===== src/include/nobe_pkg.sv =====
// Shared constants and types for the negate/OR/block-output execution unit
package nobe_pkg;

  localparam logic [7:0]  IDLE_OP            = 8'h00;
  localparam logic [7:0]  PFX_EXT_BYTE       = 8'hED;
  localparam logic [7:0]  PFX_FIRST_BYTE     = 8'hDD;
  localparam logic [7:0]  PFX_SECOND_BYTE    = 8'hFD;
  localparam logic [7:0]  TWOS_COMPLEMENT_OP = 8'h44;
  localparam logic [7:0]  BLOCK_OUT_DOWN_OP  = 8'hBB;
  localparam logic [7:0]  BLOCK_OUT_UP_OP    = 8'hB3;
  localparam logic [7:0]  OR_IMM_OP          = 8'hF6;
  localparam logic [4:0]  OR_GROUP           = 5'h16;
  localparam logic [2:0]  SRC_MEM            = 3'h6;

  localparam logic [2:0]  SRC_B = 3'h0;
  localparam logic [2:0]  SRC_C = 3'h1;
  localparam logic [2:0]  SRC_D = 3'h2;
  localparam logic [2:0]  SRC_E = 3'h3;
  localparam logic [2:0]  SRC_H = 3'h4;
  localparam logic [2:0]  SRC_L = 3'h5;

  localparam int FLG_C  = 0;
  localparam int FLG_N  = 1;
  localparam int FLG_PV = 2;
  localparam int FLG_H  = 4;
  localparam int FLG_Z  = 6;
  localparam int FLG_S  = 7;

  localparam logic [7:0]  BLK_KEEP_MASK = 8'hBD;
  localparam logic [7:0]  ZERO_BYTE     = 8'h00;
  localparam logic [7:0]  SIGN_BYTE     = 8'h80;
  localparam logic [7:0]  BYTE_ONE      = 8'h01;
  localparam logic [15:0] WORD_ZERO     = 16'h0000;
  localparam logic [15:0] PTR_STEP      = 16'h0001;
  localparam logic [15:0] PC_REWIND     = 16'h0002;

  localparam int IO_FIFO_DEPTH = 16;

  typedef enum logic [2:0] {
    ST_FETCH  = 3'h0,
    ST_DECODE = 3'h1,
    ST_MEMRD  = 3'h3,
    ST_IOWR   = 3'h2,
    ST_DISP   = 3'h6,
    ST_IMM    = 3'h7
  } nobe_state_t;

  typedef enum logic [1:0] {
    PFX_NONE   = 2'h0,
    PFX_EXT    = 2'h1,
    PFX_FIRST  = 2'h2,
    PFX_SECOND = 2'h3
  } nobe_pfx_t;

  typedef struct packed {
    logic [7:0]  a;
    logic [7:0]  f;
    logic [7:0]  b;
    logic [7:0]  c;
    logic [7:0]  d;
    logic [7:0]  e;
    logic [7:0]  h;
    logic [7:0]  l;
    logic [15:0] first_offset_base;
    logic [15:0] second_offset_base;
    logic [15:0] pc;
  } nobe_regs_t;

  typedef struct packed {
    logic [15:0] addr;
    logic [7:0]  data;
  } nobe_io_t;

  localparam nobe_regs_t REGS_RESET = '0;

endpackage


===== src/design/nobe_core.sv =====
// Execution unit for negate, idle, OR and block-output instructions
`timescale 1ns/100ps
module nobe_core #(
  parameter int FIFO_DEPTH = nobe_pkg::IO_FIFO_DEPTH
) (
  input  wire logic                SYS_CLK,
  input  wire logic                RST,
  input  wire logic                LOAD_EN,
  input  wire nobe_pkg::nobe_regs_t LOAD_REGS,
  output logic                     MEM_REQ,
  output logic [15:0]              MEM_ADDR,
  input  wire logic                MEM_ACK,
  input  wire logic [7:0]          MEM_RDATA,
  output logic                     IO_VALID,
  input  wire logic                IO_READY,
  output nobe_pkg::nobe_io_t       IO_WORD,
  input  wire logic                INT_REQ,
  output logic                     INT_ACK,
  output logic                     INSTR_BOUNDARY,
  output nobe_pkg::nobe_regs_t     REGS
);
  import nobe_pkg::*;

  if (FIFO_DEPTH < 2) begin : g_bad
    $error("FIFO_DEPTH must be at least two");
  end

  ////////////////////////////////////////////////////////////////////
  // State

  nobe_state_t st_r;
  nobe_state_t st_nxt;
  nobe_pfx_t   pfx_r;
  nobe_pfx_t   pfx_nxt;
  nobe_regs_t  rf_r;
  nobe_regs_t  rf_nxt;
  logic [7:0]  ir_r;
  logic [7:0]  ir_nxt;
  logic [7:0]  hold_r;
  logic [7:0]  hold_nxt;
  logic [15:0] ea_r;
  logic [15:0] ea_nxt;
  logic        fifo_in_ready;
  nobe_io_t    io_push;

  ////////////////////////////////////////////////////////////////////
  // Arithmetic helpers

  function automatic logic [7:0] reg_pick(nobe_regs_t r, logic [2:0] s);
    case (s)
      SRC_B:   reg_pick = r.b;
      SRC_C:   reg_pick = r.c;
      SRC_D:   reg_pick = r.d;
      SRC_E:   reg_pick = r.e;
      SRC_H:   reg_pick = r.h;
      SRC_L:   reg_pick = r.l;
      default: reg_pick = r.a;
    endcase
  endfunction

  function automatic logic [7:0] tc_flags(logic [7:0] f, logic [7:0] a,
                                          logic [7:0] r);
    tc_flags = f;
    tc_flags[FLG_S] = r[7];
    tc_flags[FLG_Z] = r == ZERO_BYTE;
    tc_flags[FLG_H] = a[3:0] != 4'h0;
    tc_flags[FLG_PV] = a == SIGN_BYTE;
    tc_flags[FLG_N] = 1'b1;
    tc_flags[FLG_C] = a != ZERO_BYTE;
  endfunction

  function automatic logic [7:0] or_flags(logic [7:0] f, logic [7:0] r);
    or_flags = f;
    or_flags[FLG_S] = r[7];
    or_flags[FLG_Z] = r == ZERO_BYTE;
    or_flags[FLG_H] = 1'b0;
    or_flags[FLG_PV] = ~^r;
    or_flags[FLG_N] = 1'b0;
    or_flags[FLG_C] = 1'b0;
  endfunction

  ////////////////////////////////////////////////////////////////////
  // Decode

  wire logic        pfx_ext   = pfx_r == PFX_EXT;
  wire logic        pfx_index = pfx_r == PFX_FIRST || pfx_r == PFX_SECOND;
  wire logic [15:0] ptr_pair  = {rf_r.h, rf_r.l};
  wire logic [15:0] base      = (pfx_r == PFX_SECOND) ? rf_r.second_offset_base
                                                      : rf_r.first_offset_base;
  wire logic [15:0] disp      = {{8{MEM_RDATA[7]}}, MEM_RDATA};
  wire logic [15:0] pc_inc    = rf_r.pc + PTR_STEP;

  // After the extended prefix every byte is an opcode, never a prefix
  wire nobe_pfx_t new_pfx = pfx_ext                    ? PFX_NONE   :
                            (ir_r == PFX_EXT_BYTE)    ? PFX_EXT    :
                            (ir_r == PFX_FIRST_BYTE)  ? PFX_FIRST  :
                            (ir_r == PFX_SECOND_BYTE) ? PFX_SECOND :
                                                        PFX_NONE;

  wire logic is_tc = pfx_ext && ir_r == TWOS_COMPLEMENT_OP;
  wire logic is_blk = pfx_ext && (ir_r == BLOCK_OUT_DOWN_OP ||
                                  ir_r == BLOCK_OUT_UP_OP);
  wire logic blk_dn = ir_r == BLOCK_OUT_DOWN_OP;
  wire logic is_or     = !pfx_ext && ir_r[7:3] == OR_GROUP;
  wire logic is_or_mem = is_or && ir_r[2:0] == SRC_MEM;
  wire logic is_or_imm = !pfx_ext && ir_r == OR_IMM_OP;

  wire logic [7:0] reg_val = reg_pick(rf_r, ir_r[2:0]);
  wire logic [7:0] tc_res  = ZERO_BYTE - rf_r.a;
  wire logic [7:0] or_src  = (st_r == ST_DECODE) ? reg_val : MEM_RDATA;
  wire logic [7:0] or_res  = rf_r.a | or_src;
  wire logic [7:0] b_dec   = rf_r.b - BYTE_ONE;
  wire logic [15:0] ptr_moved = blk_dn ? ptr_pair - PTR_STEP : ptr_pair + PTR_STEP;

  wire logic push_ok = st_r == ST_IOWR && fifo_in_ready;

  ////////////////////////////////////////////////////////////////////
  // Bus side

  // Loading the register file takes priority over the next fetch
  assign MEM_REQ = (st_r == ST_FETCH && !LOAD_EN) || st_r == ST_DISP ||
                   st_r == ST_IMM || st_r == ST_MEMRD;
  assign MEM_ADDR = (st_r == ST_MEMRD) ? ea_r : rf_r.pc;

  // port index on low byte, count on high byte
  assign io_push.addr = {rf_r.b, rf_r.c};
  // held byte goes out as the write data
  assign io_push.data = hold_r;

  assign INT_ACK = push_ok && rf_r.b != ZERO_BYTE && INT_REQ;
  assign INSTR_BOUNDARY = st_r == ST_FETCH && pfx_r == PFX_NONE;
  assign REGS = rf_r;

  ////////////////////////////////////////////////////////////////////
  // Sequencer

  always_comb begin
    st_nxt   = st_r;
    pfx_nxt  = pfx_r;
    rf_nxt   = rf_r;
    ir_nxt   = ir_r;
    ea_nxt   = ea_r;
    hold_nxt = hold_r;
    case (st_r)
      ST_FETCH: begin
        if (LOAD_EN) begin
          rf_nxt = LOAD_REGS;
        end else if (MEM_ACK) begin
          ir_nxt    = MEM_RDATA;
          rf_nxt.pc = pc_inc;
          st_nxt    = ST_DECODE;
        end
      end
      ST_DECODE: begin
        st_nxt  = ST_FETCH;
        pfx_nxt = PFX_NONE;
        if (new_pfx != PFX_NONE) begin
          pfx_nxt = new_pfx;
        end else if (is_tc) begin
          // 80h comes back as 80h by plain subtraction
          rf_nxt.a = tc_res;
          rf_nxt.f = tc_flags(rf_r.f, rf_r.a, tc_res);
        end else if (is_or_mem) begin
          pfx_nxt = pfx_r;
          if (pfx_index) begin
            st_nxt = ST_DISP;
          end else begin
            ea_nxt = ptr_pair;
            st_nxt = ST_MEMRD;
          end
        end else if (is_or) begin
          rf_nxt.a = or_res;
          rf_nxt.f = or_flags(rf_r.f, or_res);
        end else if (is_or_imm) begin
          st_nxt = ST_IMM;
        end else if (is_blk) begin
          // first read the byte at the memory pointer
          pfx_nxt = pfx_r;
          ea_nxt  = ptr_pair;
          st_nxt  = ST_MEMRD;
        end
        // idle and unhandled opcodes touch nothing
      end
      ST_DISP: begin
        if (MEM_ACK) begin
          rf_nxt.pc = pc_inc;
          ea_nxt    = base + disp;
          st_nxt    = ST_MEMRD;
        end
      end
      ST_IMM: begin
        if (MEM_ACK) begin
          rf_nxt.pc = pc_inc;
          rf_nxt.a  = or_res;
          rf_nxt.f  = or_flags(rf_r.f, or_res);
          st_nxt    = ST_FETCH;
        end
      end
      ST_MEMRD: begin
        if (MEM_ACK) begin
          pfx_nxt = PFX_NONE;
          st_nxt  = ST_FETCH;
          if (pfx_ext) begin
            // hold byte, count down before the port cycle
            hold_nxt = MEM_RDATA;
            rf_nxt.b = b_dec;
            st_nxt   = ST_IOWR;
          end else begin
            rf_nxt.a = or_res;
            rf_nxt.f = or_flags(rf_r.f, or_res);
          end
        end
      end
      ST_IOWR: begin
        // A full FIFO holds the whole step here
        if (fifo_in_ready) begin
          {rf_nxt.h, rf_nxt.l} = ptr_moved;
          // zero from count, subtract set, rest kept
          rf_nxt.f[FLG_Z] = rf_r.b == ZERO_BYTE;
          rf_nxt.f[FLG_N] = 1'b1;
          // rewind to the prefix unless count is zero
          if (rf_r.b != ZERO_BYTE) begin
            rf_nxt.pc = rf_r.pc - PC_REWIND;
          end
          st_nxt = ST_FETCH;
        end
      end
      default: begin
        st_nxt  = ST_FETCH;
        pfx_nxt = PFX_NONE;
      end
    endcase
  end

  // state and flags commit together at step end
  always_ff @(posedge SYS_CLK or posedge RST) begin
    if (RST) begin
      st_r   <= ST_FETCH;
      pfx_r  <= PFX_NONE;
      rf_r   <= REGS_RESET;
      ir_r   <= IDLE_OP;
      hold_r <= ZERO_BYTE;
      ea_r   <= WORD_ZERO;
    end else begin
      st_r   <= st_nxt;
      pfx_r  <= pfx_nxt;
      rf_r   <= rf_nxt;
      ir_r   <= ir_nxt;
      hold_r <= hold_nxt;
      ea_r   <= ea_nxt;
    end
  end

  ////////////////////////////////////////////////////////////////////
  // Output buffer

  // port write cycles queue here for the peripheral side
  nobe_fifo #(
    .WIDTH ($bits(nobe_io_t)),
    .DEPTH (FIFO_DEPTH)
  ) u_fifo (
    .clk       (SYS_CLK),
    .rst       (RST),
    .in_valid  (st_r == ST_IOWR),
    .in_ready  (fifo_in_ready),
    .in_data   (io_push),
    .out_valid (IO_VALID),
    .out_ready (IO_READY),
    .out_data  (IO_WORD)
  );
endmodule


===== src/design/nobe_fifo.sv =====
// Parameterised FIFO that buffers I/O write cycles
`timescale 1ns/100ps
module nobe_fifo #(
  parameter int WIDTH = 24,
  parameter int DEPTH = 16
) (
  input  wire logic             clk,
  input  wire logic             rst,
  input  wire logic             in_valid,
  output logic                  in_ready,
  input  wire logic [WIDTH-1:0] in_data,
  output logic                  out_valid,
  input  wire logic             out_ready,
  output logic [WIDTH-1:0]      out_data
);

  localparam int AW = $clog2(DEPTH);

  if (DEPTH < 2 || (DEPTH & (DEPTH - 1)) != 0 || WIDTH < 1) begin : g_bad
    $error("FIFO depth must be a power of two, two or more");
  end

  logic [AW:0]      wr_r;
  logic [AW:0]      rd_r;
  logic [WIDTH-1:0] mem_r [DEPTH];

  // Extra pointer bit tells a full ring from an empty one
  wire logic full  = (wr_r[AW] != rd_r[AW]) && (wr_r[AW-1:0] == rd_r[AW-1:0]);
  wire logic empty = wr_r == rd_r;
  wire logic push  = in_valid && !full;
  wire logic pop   = out_ready && !empty;

  assign in_ready  = !full;
  assign out_valid = !empty;
  assign out_data  = mem_r[rd_r[AW-1:0]];

  always_ff @(posedge clk or posedge rst) begin
    if (rst) begin
      wr_r <= '0;
      rd_r <= '0;
    end else begin
      if (push) wr_r <= wr_r + 1'b1;
      if (pop) rd_r <= rd_r + 1'b1;
    end
  end

  always_ff @(posedge clk) begin
    if (push) mem_r[wr_r[AW-1:0]] <= in_data;
  end

endmodule


===== config.mk =====
export PLATFORM = sky130hd
export DESIGN_NAME = nobe_core
export DESIGN_NICKNAME = d
export VERILOG_FILES = /design/src/include/nobe_pkg.sv /design/src/design/nobe_core.sv /design/src/design/nobe_fifo.sv
export SDC_FILE = /design/constraint.sdc
export NUM_CORES = 1
export LEC_CHECK = 0
export BUFFER_PORTS_ARGS = -buffer_cell sky130_fd_sc_hd__buf_2
export CELL_PAD_IN_SITES_DETAIL_PLACEMENT = 0
export CELL_PAD_IN_SITES_GLOBAL_PLACEMENT = 1
export CORE_MARGIN = 1.5
export CORE_UTILIZATION = 25
export DETAILED_ROUTE_END_ITERATION = 12
export PLACE_DENSITY_LB_ADDON = 0.1
export SLEW_MARGIN = 20
export SYNTH_ARGS = -nofsm -noshare
export SYNTH_HDL_FRONTEND = slang
export SYNTH_HIERARCHICAL = 1
export SYNTH_SLANG_ARGS = --single-unit

===== constraint.sdc =====
create_clock -name SYS_CLK -period 5 [get_ports SYS_CLK]
set_clock_uncertainty 0.1 [all_clocks]
set_input_delay 1 -clock SYS_CLK [delete_from_list [all_inputs] [get_ports SYS_CLK]]
set_output_delay 1 -clock SYS_CLK [all_outputs]
set_load 0.05 [all_outputs]

==> results.txt, run 1 <==
EDFF count, synth: 384
Sink Count: 543
Ys Warns: 6
Core ar.: 100000 µm²
crit path time final: 4.44 ns
CTS Buf Count: 70
CTS HTree Levels: 3
synthesized instance count: 1788
CP required: 3.90 ns
# fillers: 10100
PD cells: 662 nW/µm²
root buf cell: clkbuf_16
count of input and output buffers: 281
Leakage: 11.5 nW
share of the synthesized area in the top cell type: 0.456
Iter 0 DRT Violations: 1043
r2r worst-path depth: 12
worst min-delay path class: primary input to asynchronous set/reset pin
width of the die: 321 µm
number of max-cap violations: 0
area of the multi-input gates: 9150 µm²
crit path DAT: 3.34 ns
most common cell after layout, fill and taps aside: edfxtp_1
FFs w/ async S/R, synth: 0.293
status: completed
CTS max path bufs: 3
P&R area growth vs syn: 20.7%
Primary FF master, synth: edfxtp_1
final hold vios: 0
Rows: 116
GRT Util Overall: 0.169
Sequential Area: 15500 µm²
VDD IR max: 0.000360 V
Final TNS setup: 0 ns
Final ANT Viol Nets: 0
setup violators final: 0
Post-CTS Setup Bufs: 0
die area: 103000 µm²
most frequent cells in the layout: 384 x edfxtp_1, 281 x buf_2, 156 x dfrtp_1
fmax: 225 MHz
latest clock arrival within the worst-skew pair: 0.62 ns
M1 GR Usage: 0.217
Critical Path Sink Type: output port
sequential element share of the synthesized area: 0.613
share of cells above drive strength 1: 0.317
CTS Hold Bufs: 0
io pins: 282
M2 GR Usage: 0.294
WL/cell: 24.9 µm
kind of critical path: register to output port
total power: 20.2 mW
GR Overflow Total: 0
met3 GRT Util: 0.0271
largest net degree at the start of global routing: 137
vias per cell: 4.77
initial antenna violation count: 8
TritonCTS clock tree: built
Starting Density: 0.252
Worst-path clk slew: 0.06 ns
critical path fanouts, max: 37
first-pass GRT wire length: 126 mm
gr busiest metal: met2
critical path startpoint category: register
hpwl dp: 58.3 mm
flops & latches, synth: 543
R2R Path Start: pfx_r[1]
Reg2Reg Setup Slack: 1.41 ns
gpl congestion: 0.791
final WL: 87.3 mm
CTS resizes: 0
First-pass DRT Iterations: 5
NumNets Final: 2258
Net Count, Synth: 1961
RSZ-0062 raised after global routing: false
syn_area_per_cell: 14.2 µm²
Die Ht: 321 µm
Final period util: 0.888
post-synth cell types: 86
cell area after synthesis: 25300 µm²
vias in the first global route: 17600
Slew @ Worst Pin: 0.976 ns
worst rel slew slack: 0.349
Worst R2R End: ea_r[10]
DRC viols: 0
top cells by area, synth: edfxtp_1 46%, dfrtp_1 16%, mux4_2 8.6%, mux2_2 4.2%, ha_1 2.2%
Slew Viols, Final: 0
DR vias: 16700
cell taking the most area after synthesis: edfxtp_1
==> power by group <==
group / internal (mW) / total, mW / switching, mW
sequential: 5.63 / 6.74 / 1.11
combinational: 2.71 / 8.58 / 5.87
clock: 2.90 / 4.91 / 2.01
==> kinds of logic (layout without fill, tap and decap cells) <==
group | Yosys count | count (layout) | share of synthesized area
AO/OA/AOI/OAI | 374 | 374 | 0.0965
XOR/XNOR | 52 | 52 | 0.0183
adder cells (fa/ha/maj) | 47 | 47 | 0.0238
buffers and inverters | 133 | 484 | 0.0286
flip-flops | 543 | 543 | 0.613
multiplexers | 214 | 214 | 0.138
other | 0 | 3 | 0
AND/OR/NAND/NOR | 425 | 425 | 0.0822
==> routing by layer <==
metal | vias up | wire [µm]
met5 | - | 46
met4 | 6 | 1860
met3 | 102 | 4000
met2 | 403 | 43900
met1 | 8612 | 37500
li1 | 7560 | -
==> worst max-delay path, stage by stage (launching register included) <==
cell	delay [ns]
dfrtp_4	0.88
xnor2_1	0.18
nand4_2	0.14
nor2_2	0.09
inv_1	0.31
nand2_1	0.09
nand2_1	0.11
nand2_1	0.09
nor2_1	0.35
and3_1	0.22
buf_2	0.26
==> Yosys cell counts (9+ instances only) <==
| cell | count |
|---|---|
| buf_6 | 15 |
| nand2b_1 | 20 |
| and3_1 | 19 |
| a31oi_1 | 18 |
| a211oi_1 | 9 |
| edfxtp_1 | 384 |
| nand2_1 | 123 |
| o22ai_1 | 56 |
| nand3_1 | 19 |
| a22oi_1 | 9 |
| o211ai_1 | 11 |
| buf_4 | 18 |
| o221ai_1 | 11 |
| mux4_2 | 97 |
| clkbuf_1 | 40 |
| a21oi_1 | 79 |
| a21o_1 | 14 |
| o21a_1 | 12 |
| inv_1 | 20 |
| mux2i_1 | 21 |
| nand4_1 | 15 |
| dfrtp_1 | 159 |
| a221oi_1 | 11 |
| nor3_1 | 31 |
| buf_2 | 32 |
| ha_1 | 45 |
| nor2_1 | 131 |
| xor2_1 | 16 |
| o21ai_0 | 82 |
| xnor2_1 | 35 |
| mux2_2 | 94 |
| nor2b_1 | 16 |
==> sequential cells by signal, summed over array words and instances, names as in the netlist <==
name	flops
u_fifo/mem_r	384
REGS	112
ea_r	16
hold_r	8
ir_r	8
u_fifo/rd_r	5
u_fifo/wr_r	5
st_r	3
pfx_r	2
==> through the flow <==
step	worst slack, ns	area (µm²)	utilization	hold slack, ns	cells
2_1_floorplan	1.12	25300	-	0.364	1788
3_3_place_gp	1.13	28300	0.282	0.368	3370
3_5_place_dp	1.14	28300	0.282	0.379	3370
4_1_cts	0.469	30500	0.305	0.284	3496
5_1_grt	0.285	30500	0.305	0.314	3496
6_report	0.562	30600	0.305	0.313	3499
==> final cells by class <==
| cell class | count | share of cell area |
|---|---|---|
| Antenna cell | 3 | 0.000246 |
| Clock buffer | 87 | 0.0618 |
| Clock inverter | 39 | 0.0114 |
| Inverter | 22 | 0.00283 |
| Multi-Input combinational cell | 1112 | 0.300 |
| Sequential cell | 543 | 0.508 |
| Tap cell | 1357 | 0.0556 |
| Timing Repair Buffer | 336 | 0.0608 |
==> worst max path at each step <==
stage                     slack (ns)  cells past startpoint             endpoint           start
after floorplan                 1.12                      9  u_fifo/mem_r[14][0]         st_r[0]
after global placement          1.13                     10              INT_ACK  u_fifo/rd_r[1]
after detailed placement        1.14                      5          IO_WORD[16]  u_fifo/rd_r[1]
after CTS                       0.47                      5          IO_WORD[16]  u_fifo/rd_r[1]
after global routing            0.28                     10              INT_ACK  u_fifo/rd_r[1]
final                           0.56                     10              INT_ACK  u_fifo/rd_r[1]
(Power assumes the default switching activity.)
==> inputs of run 2 (changes only) <==
- SYNTH_HIERARCHICAL: 1 -> default
==> results.txt, run 2 <==
most frequent cells in the layout: 384 x edfxtp_1, 281 x buf_2, 156 x dfrtp_1
vias in the first global route: 17200 (-2.4%)
First-pass DRT Iterations: 5 (unchanged)
area of the multi-input gates: 9110 µm² (-0.51%)
Final TNS setup: 0 ns (unchanged)
Sink Count: 543 (unchanged)
CTS max path bufs: 3 (unchanged)
Rows: 116 (unchanged)
P&R area growth vs syn: 20.6% (about the same)
met3 wire length: 3.21 mm (-20%)
Reg2Reg Setup Slack: 1.26 ns (-0.15 ns)
Sequential Area: 15500 µm² (unchanged)
Largest register FFs: 384 (unchanged)
root buf cell: clkbuf_16
PD cells: 474 nW/µm² (-28%)
TritonCTS clock tree: built
synthesized instance count: 1712 (-4.3%)
critical path fanouts, max: 41 (+11%)
CP max-delay cell: dfrtp_4
count of input and output buffers: 281 (unchanged)
cell area after synthesis: 25100 µm² (-0.86%)
share of the synthesized area in the top cell type: 0.459 (+0.00395)
Die Ht: 320 µm (-0.43%)
Iter 0 DRT Violations: 963 (-7.7%)
P_int: 9.24 mW (-18%)
width of the die: 320 µm (-0.43%)
Final ANT Viol Nets: 0 (unchanged)
io pins: 282 (unchanged)
CP bufs+invs: 2 (unchanged)
most common cell after layout, fill and taps aside: edfxtp_1
CTS HTree Levels: 3 (unchanged)
top cells by area, synth: edfxtp_1 46%, dfrtp_1 16%, mux4_2 11%, mux2_2 4.1%, ha_1 2.2%
number of max-cap violations: 0 (unchanged)
initial antenna violation count: 6 (-2)
VDD IR max: 0.000229 V (-37%)
RSZ-0062 raised after global routing: false
share of cells above drive strength 1: 0.326 (+0.00939)
Core ar.: 99900 µm² (-0.43%)
Worst-path clk slew: 0.05 ns (about the same)
top routing layer in use: met5
Clk network pwr share: 0.322 (+0.079)
most common cell in the netlist: edfxtp_1
GRT Util Overall: 0.169 (about the same)
critical path startpoint category: register
FFs w/ async S/R, synth: 0.293 (unchanged)
Reg power frac: 0.388 (+0.055)
CTS Buf Count: 68 (-2.9%)
M1 WL: 36.7 mm (-2.1%)
Cell Area, Placed: 28200 µm² (-0.43%)
Primary FF master, synth: edfxtp_1
most frequent CP cell: mux4_2
worst rel slew slack: 0.324 (-0.0251)
status: completed
gpl congestion: 0.772 (-2.4%)
Ys Warns: 0 (-6)
fmax: 234 MHz (+4.0%)
met2 WL: 44.3 mm (+0.98%)
CP max stage delay: 0.88 ns (about the same)
post-synth cell types: 82 (-4.7%)
latest clock arrival within the worst-skew pair: 0.62 ns (about the same)
NumNets Final: 2179 (-3.5%)
Final period util: 0.853 (-0.0342)
final hold vios: 0 (unchanged)
Slew @ Worst Pin: 1.01 ns (+0.0366 ns)
Slew Viols, Final: 0 (unchanged)
Post-CTS Setup Bufs: 0 (unchanged)
sequential element share of the synthesized area: 0.618 (+0.00532)
cell area after layout: 30300 µm² (-0.94%)
DR vias: 16300 (-2.4%)
Starting Density: 0.251 (-0.00108)
Critical Path Sink Type: output port
Net Count, Synth: 1885 (-3.9%)
CTS Hold Bufs: 0 (unchanged)
crit path time final: 4.27 ns (-0.171 ns)
# fillers: 10100 (+0.52%)
GR Overflow Total: 0 (unchanged)
CTS resizes: 0 (unchanged)
CP required: 3.90 ns (about the same)
flops & latches, synth: 543 (unchanged)
delay-heaviest family, CP: flip-flops
worst-path cell chain: buf_4 > mux4_2 > mux4_2 > buf_2
EDFF count, synth: 384 (unchanged)
DRC viols: 0 (unchanged)
syn_area_per_cell: 14.7 µm² (+3.5%)
die area: 102000 µm² (-0.85%)
final WL: 86.2 mm (-1.2%)
Switching Share: 0.356 (-0.0886)
Comb pwr share: 0.290 (-0.134)
vias per cell: 4.85 (+1.7%)
worst min-delay path class: primary input to asynchronous set/reset pin
WL/cell: 25.7 µm (+3.0%)
crit path DAT: 3.17 ns (-0.17 ns)
first-pass GRT wire length: 124 mm (-1.4%)
largest net degree at the start of global routing: 75 (-45%)
hpwl dp: 57.1 mm (-1.9%)
Leakage: 11.5 nW (-0.57%)
setup violators final: 0 (unchanged)
Synth top cells by count: 384 x edfxtp_1, 159 x dfrtp_1, 128 x nand2_1
cell taking the most area after synthesis: edfxtp_1
Sw Pwr: 5.11 mW (-43%)
kind of critical path: register to output port
-- run 2: logic make-up (layout without fill, tap and decap cells) --
| logic type | count (synthesis) | after routing | synth area share |
|---|---|---|---|
| mux | 232 | 232 | 0.158 |
| flops | 543 | 543 | 0.618 |
| fa+ha+maj | 47 | 47 | 0.0240 |
| simple gates | 395 | 395 | 0.0779 |
| xor+xnor | 42 | 42 | 0.0147 |
| other cells | 0 | 3 | 0 |
| compound gates | 325 | 325 | 0.0854 |
| buf+inv | 128 | 472 | 0.0216 |
-- run 2: power by group through the flow --
stage	registers (mW)	logic, mW	clock network [mW]
after global routing	5.62	4.47	4.95
after CTS	5.59	4.29	4.79
after floorplan	5.80	2.80	0
after global placement	5.69	4.28	0
final	5.57	4.16	4.62
after detailed placement	5.69	4.28	0
-- run 2: worst paths after layout --
path                                     start             end  cells after the start
worst max-delay path            u_fifo.rd_r[1]     IO_WORD[19]                      4
worst min register to register  u_fifo.wr_r[4]  u_fifo.wr_r[4]                      1
max in group asynchronous                  RST  u_fifo.rd_r[0]                      3
worst min-delay path                       RST        REGS[29]                      2
min in group SYS_CLK            u_fifo.wr_r[4]  u_fifo.wr_r[4]                      1
worst max register to register        pfx_r[0]        ea_r[14]                     10
-- run 2: metrics by stage --
step	instances	total power [mW]	setup slack (ns)	hold slack, ns	util
2_1_floorplan	1712	8.60	1.25	0.350	-
3_3_place_gp	3234	9.97	1.29	0.370	0.282
3_5_place_dp	3234	9.97	1.22	0.382	0.282
4_1_cts	3354	14.7	0.657	0.263	0.303
5_1_grt	3355	15.0	0.598	0.304	0.303
6_report	3357	14.3	0.733	0.305	0.303
-- run 2: routing by layer --
layer / up-vias / track usage
met1: 8484 / 0.213
met4: 6 / 0.0428
met5: - / 0
li1: 7319 / -
met2: 365 / 0.299
met3: 105 / 0.0272
-- run 2: layout make-up --
cell class	count	share of cell area
clock inverter	29	0.00835
sequential	543	0.513
multi-input combinational	1041	0.301
inverter	23	0.00298
timing repair buffer	329	0.0608
clock buffer	91	0.0604
tap	1298	0.0537
antenna	3	0.000248
==> inputs of run 3 (changes only) <==
- PLACE_DENSITY_LB_ADDON: 0.1 -> 0.08
==> results.txt, run 3 (synthesis gave the netlist of run 2 again) <==
Worst Setup SP: u_fifo.rd_r[0]
worst min-delay path class: register to register
CTS Buf Count: 69 (+1.5%)
root buf cell: clkbuf_16
Final ANT Viol Nets: 0 (unchanged)
PD cells: 481 nW/µm² (+1.5%)
Post-CTS Setup Bufs: 0 (unchanged)
Comb pwr share: 0.284 (-0.006)
Iter 0 DRT Violations: 980 (+1.8%)
Min-Delay Startpoint: REGS[97]
Slew @ Worst Pin: 0.927 ns (-0.0858 ns)
Sink Count: 543 (unchanged)
DR vias: 16300 (-0.074%)
CTS Hold Bufs: 0 (unchanged)
CTS HTree Levels: 3 (unchanged)
NumNets Final: 2187 (+0.37%)
CP max-delay cell: dfrtp_4
Starting Density: 0.251 (unchanged)
die area: 102000 µm² (unchanged)
Reg2Reg Setup Slack: 1.24 ns (-0.02 ns)
delay-heaviest family, CP: multiplexers
number of max-cap violations: 0 (unchanged)
Core ar.: 99900 µm² (unchanged)
kind of critical path: register to output port
Switching Share: 0.352 (-0.00407)
WL/cell: 26.1 µm (+1.5%)
Reg power frac: 0.381 (-0.007)
Worst-path clk slew: 0.06 ns (about the same)
CP max stage delay: 0.76 ns (-0.12 ns)
R2R Path Start: pfx_r[1]
WHS Endpoint: REGS[97]
Slew Viols, Final: 0 (unchanged)
Non-Filler Instances: 3369 (+0.36%)
count of input and output buffers: 281 (unchanged)
RSZ-0062 raised after global routing: false
WP depth: 4 (unchanged)
Largest register FFs: 384 (unchanged)
Leakage: 11.6 nW (+0.88%)
setup violators final: 0 (unchanged)
critical path startpoint category: register
first-pass GRT wire length: 126 mm (+1.4%)
GRT Util Overall: 0.172 (+0.00295)
final hold vios: 0 (unchanged)
largest net degree at the start of global routing: 65 (-13%)
Clk network pwr share: 0.335 (+0.013)
GR Overflow Total: 0 (unchanged)
P_int: 9.49 mW (+2.7%)
width of the die: 320 µm (unchanged)
CTS resizes: 0 (unchanged)
post-place setup slack: 1.16 ns (-0.0577 ns)
r2r worst-path depth: 9 (-1)
CP bufs+invs: 2 (unchanged)
hpwl dp: 58.0 mm (+1.5%)
most frequent cells in the layout: 384 x edfxtp_1, 281 x buf_2, 156 x dfrtp_1
status: completed
final WL: 87.8 mm (+1.8%)
io pins: 282 (unchanged)
Worst R2R End: ea_r[9]
Critical Path Sink Type: output port
most common cell after layout, fill and taps aside: edfxtp_1
worst rel slew slack: 0.381 (+0.0564)
critical path fanouts, max: 24 (-41%)
CP required: 3.90 ns (about the same)
First-pass DRT Iterations: 5 (unchanged)
latest clock arrival within the worst-skew pair: 0.63 ns (about the same)
crit path DAT: 3.16 ns (about the same)
share of cells above drive strength 1: 0.334 (+0.00745)
Final period util: 0.853 (about the same)
DRC viols: 0 (unchanged)
vias in the first global route: 17300 (+0.89%)
vias per cell: 4.83 (-0.43%)
worst-path cell chain: buf_4 > mux4_2 > mux4_2 > buf_2
VDD IR max: 0.000268 V (+17%)
TritonCTS clock tree: built
most frequent CP cell: mux4_2
initial antenna violation count: 8 (+2)
Placed Cells: 3241 (+0.22%)
hold depth: 2
Hold Slack: 0.385 ns (+0.0805 ns)
worst setup margin: 0.736 ns (+0.00303 ns)
Final TNS setup: 0 ns (unchanged)
Rows: 116 (unchanged)
crit path time final: 4.26 ns (-0.00303 ns)
CTS max path bufs: 3 (unchanged)
P&R area growth vs syn: 21.3%
Die Ht: 320 µm (unchanged)
gpl congestion: 0.765 (-0.89%)
Sw Pwr: 5.15 mW (+0.89%)
fmax: 234 MHz (about the same)
run 3: power by group through the flow:
stage | clock, mW | combinational (mW) | sequential, mW
2_1_floorplan | 0 | 2.80 | 5.80
5_1_grt | 5.23 | 4.46 | 5.63
6_report | 4.90 | 4.16 | 5.58
3_3_place_gp | 0 | 4.27 | 5.70
3_5_place_dp | 0 | 4.27 | 5.69
4_1_cts | 5.07 | 4.28 | 5.60
run 3: per-layer routing:
layer  part of all wire  GRT usage  vias to the layer above
li1                   -          -                     7319
met1               0.43      0.217                     8427
met2               0.51      0.300                      404
met3              0.038     0.0271                      113
met4              0.028     0.0534                        4
met5            0.00035          0                        -
run 3: worst max-delay path by stage:
stage,endpoint
final,IO_WORD[5]
after floorplan,u_fifo.mem_r[0][0]
after CTS,IO_WORD[5]
after detailed placement,ea_r[14]
after global routing,INT_ACK
after global placement,ea_r[9]
run 3: cell type report:
| cell class | instances | area (µm²) |
|---|---|---|
| sequential | 543 | 15500 |
| tap | 1298 | 1620 |
| inverter | 23 | 90.1 |
| antenna | 1 | 2.50 |
| multi-input combinational | 1041 | 9100 |
| fill | 10100 | 69400 |
| clock buffer | 90 | 1850 |
| timing repair buffer | 336 | 1890 |
| clock inverter | 37 | 367 |
run 3: worst min-delay path, cell delays in order (launching register included):
cell	delay (ns)
dfrtp_1	0.34
nand2_1	0.04
o21ai_0	0.06
run 3: metrics by stage:
step | util | power (mW) | cell area, µm²
after global placement | 0.283 | 9.97 | 28200
after global routing | 0.305 | 15.3 | 30400
after CTS | 0.305 | 15.0 | 30400
final | 0.305 | 14.6 | 30400
after floorplan | - | 8.60 | 25100
after detailed placement | 0.283 | 9.96 | 28200
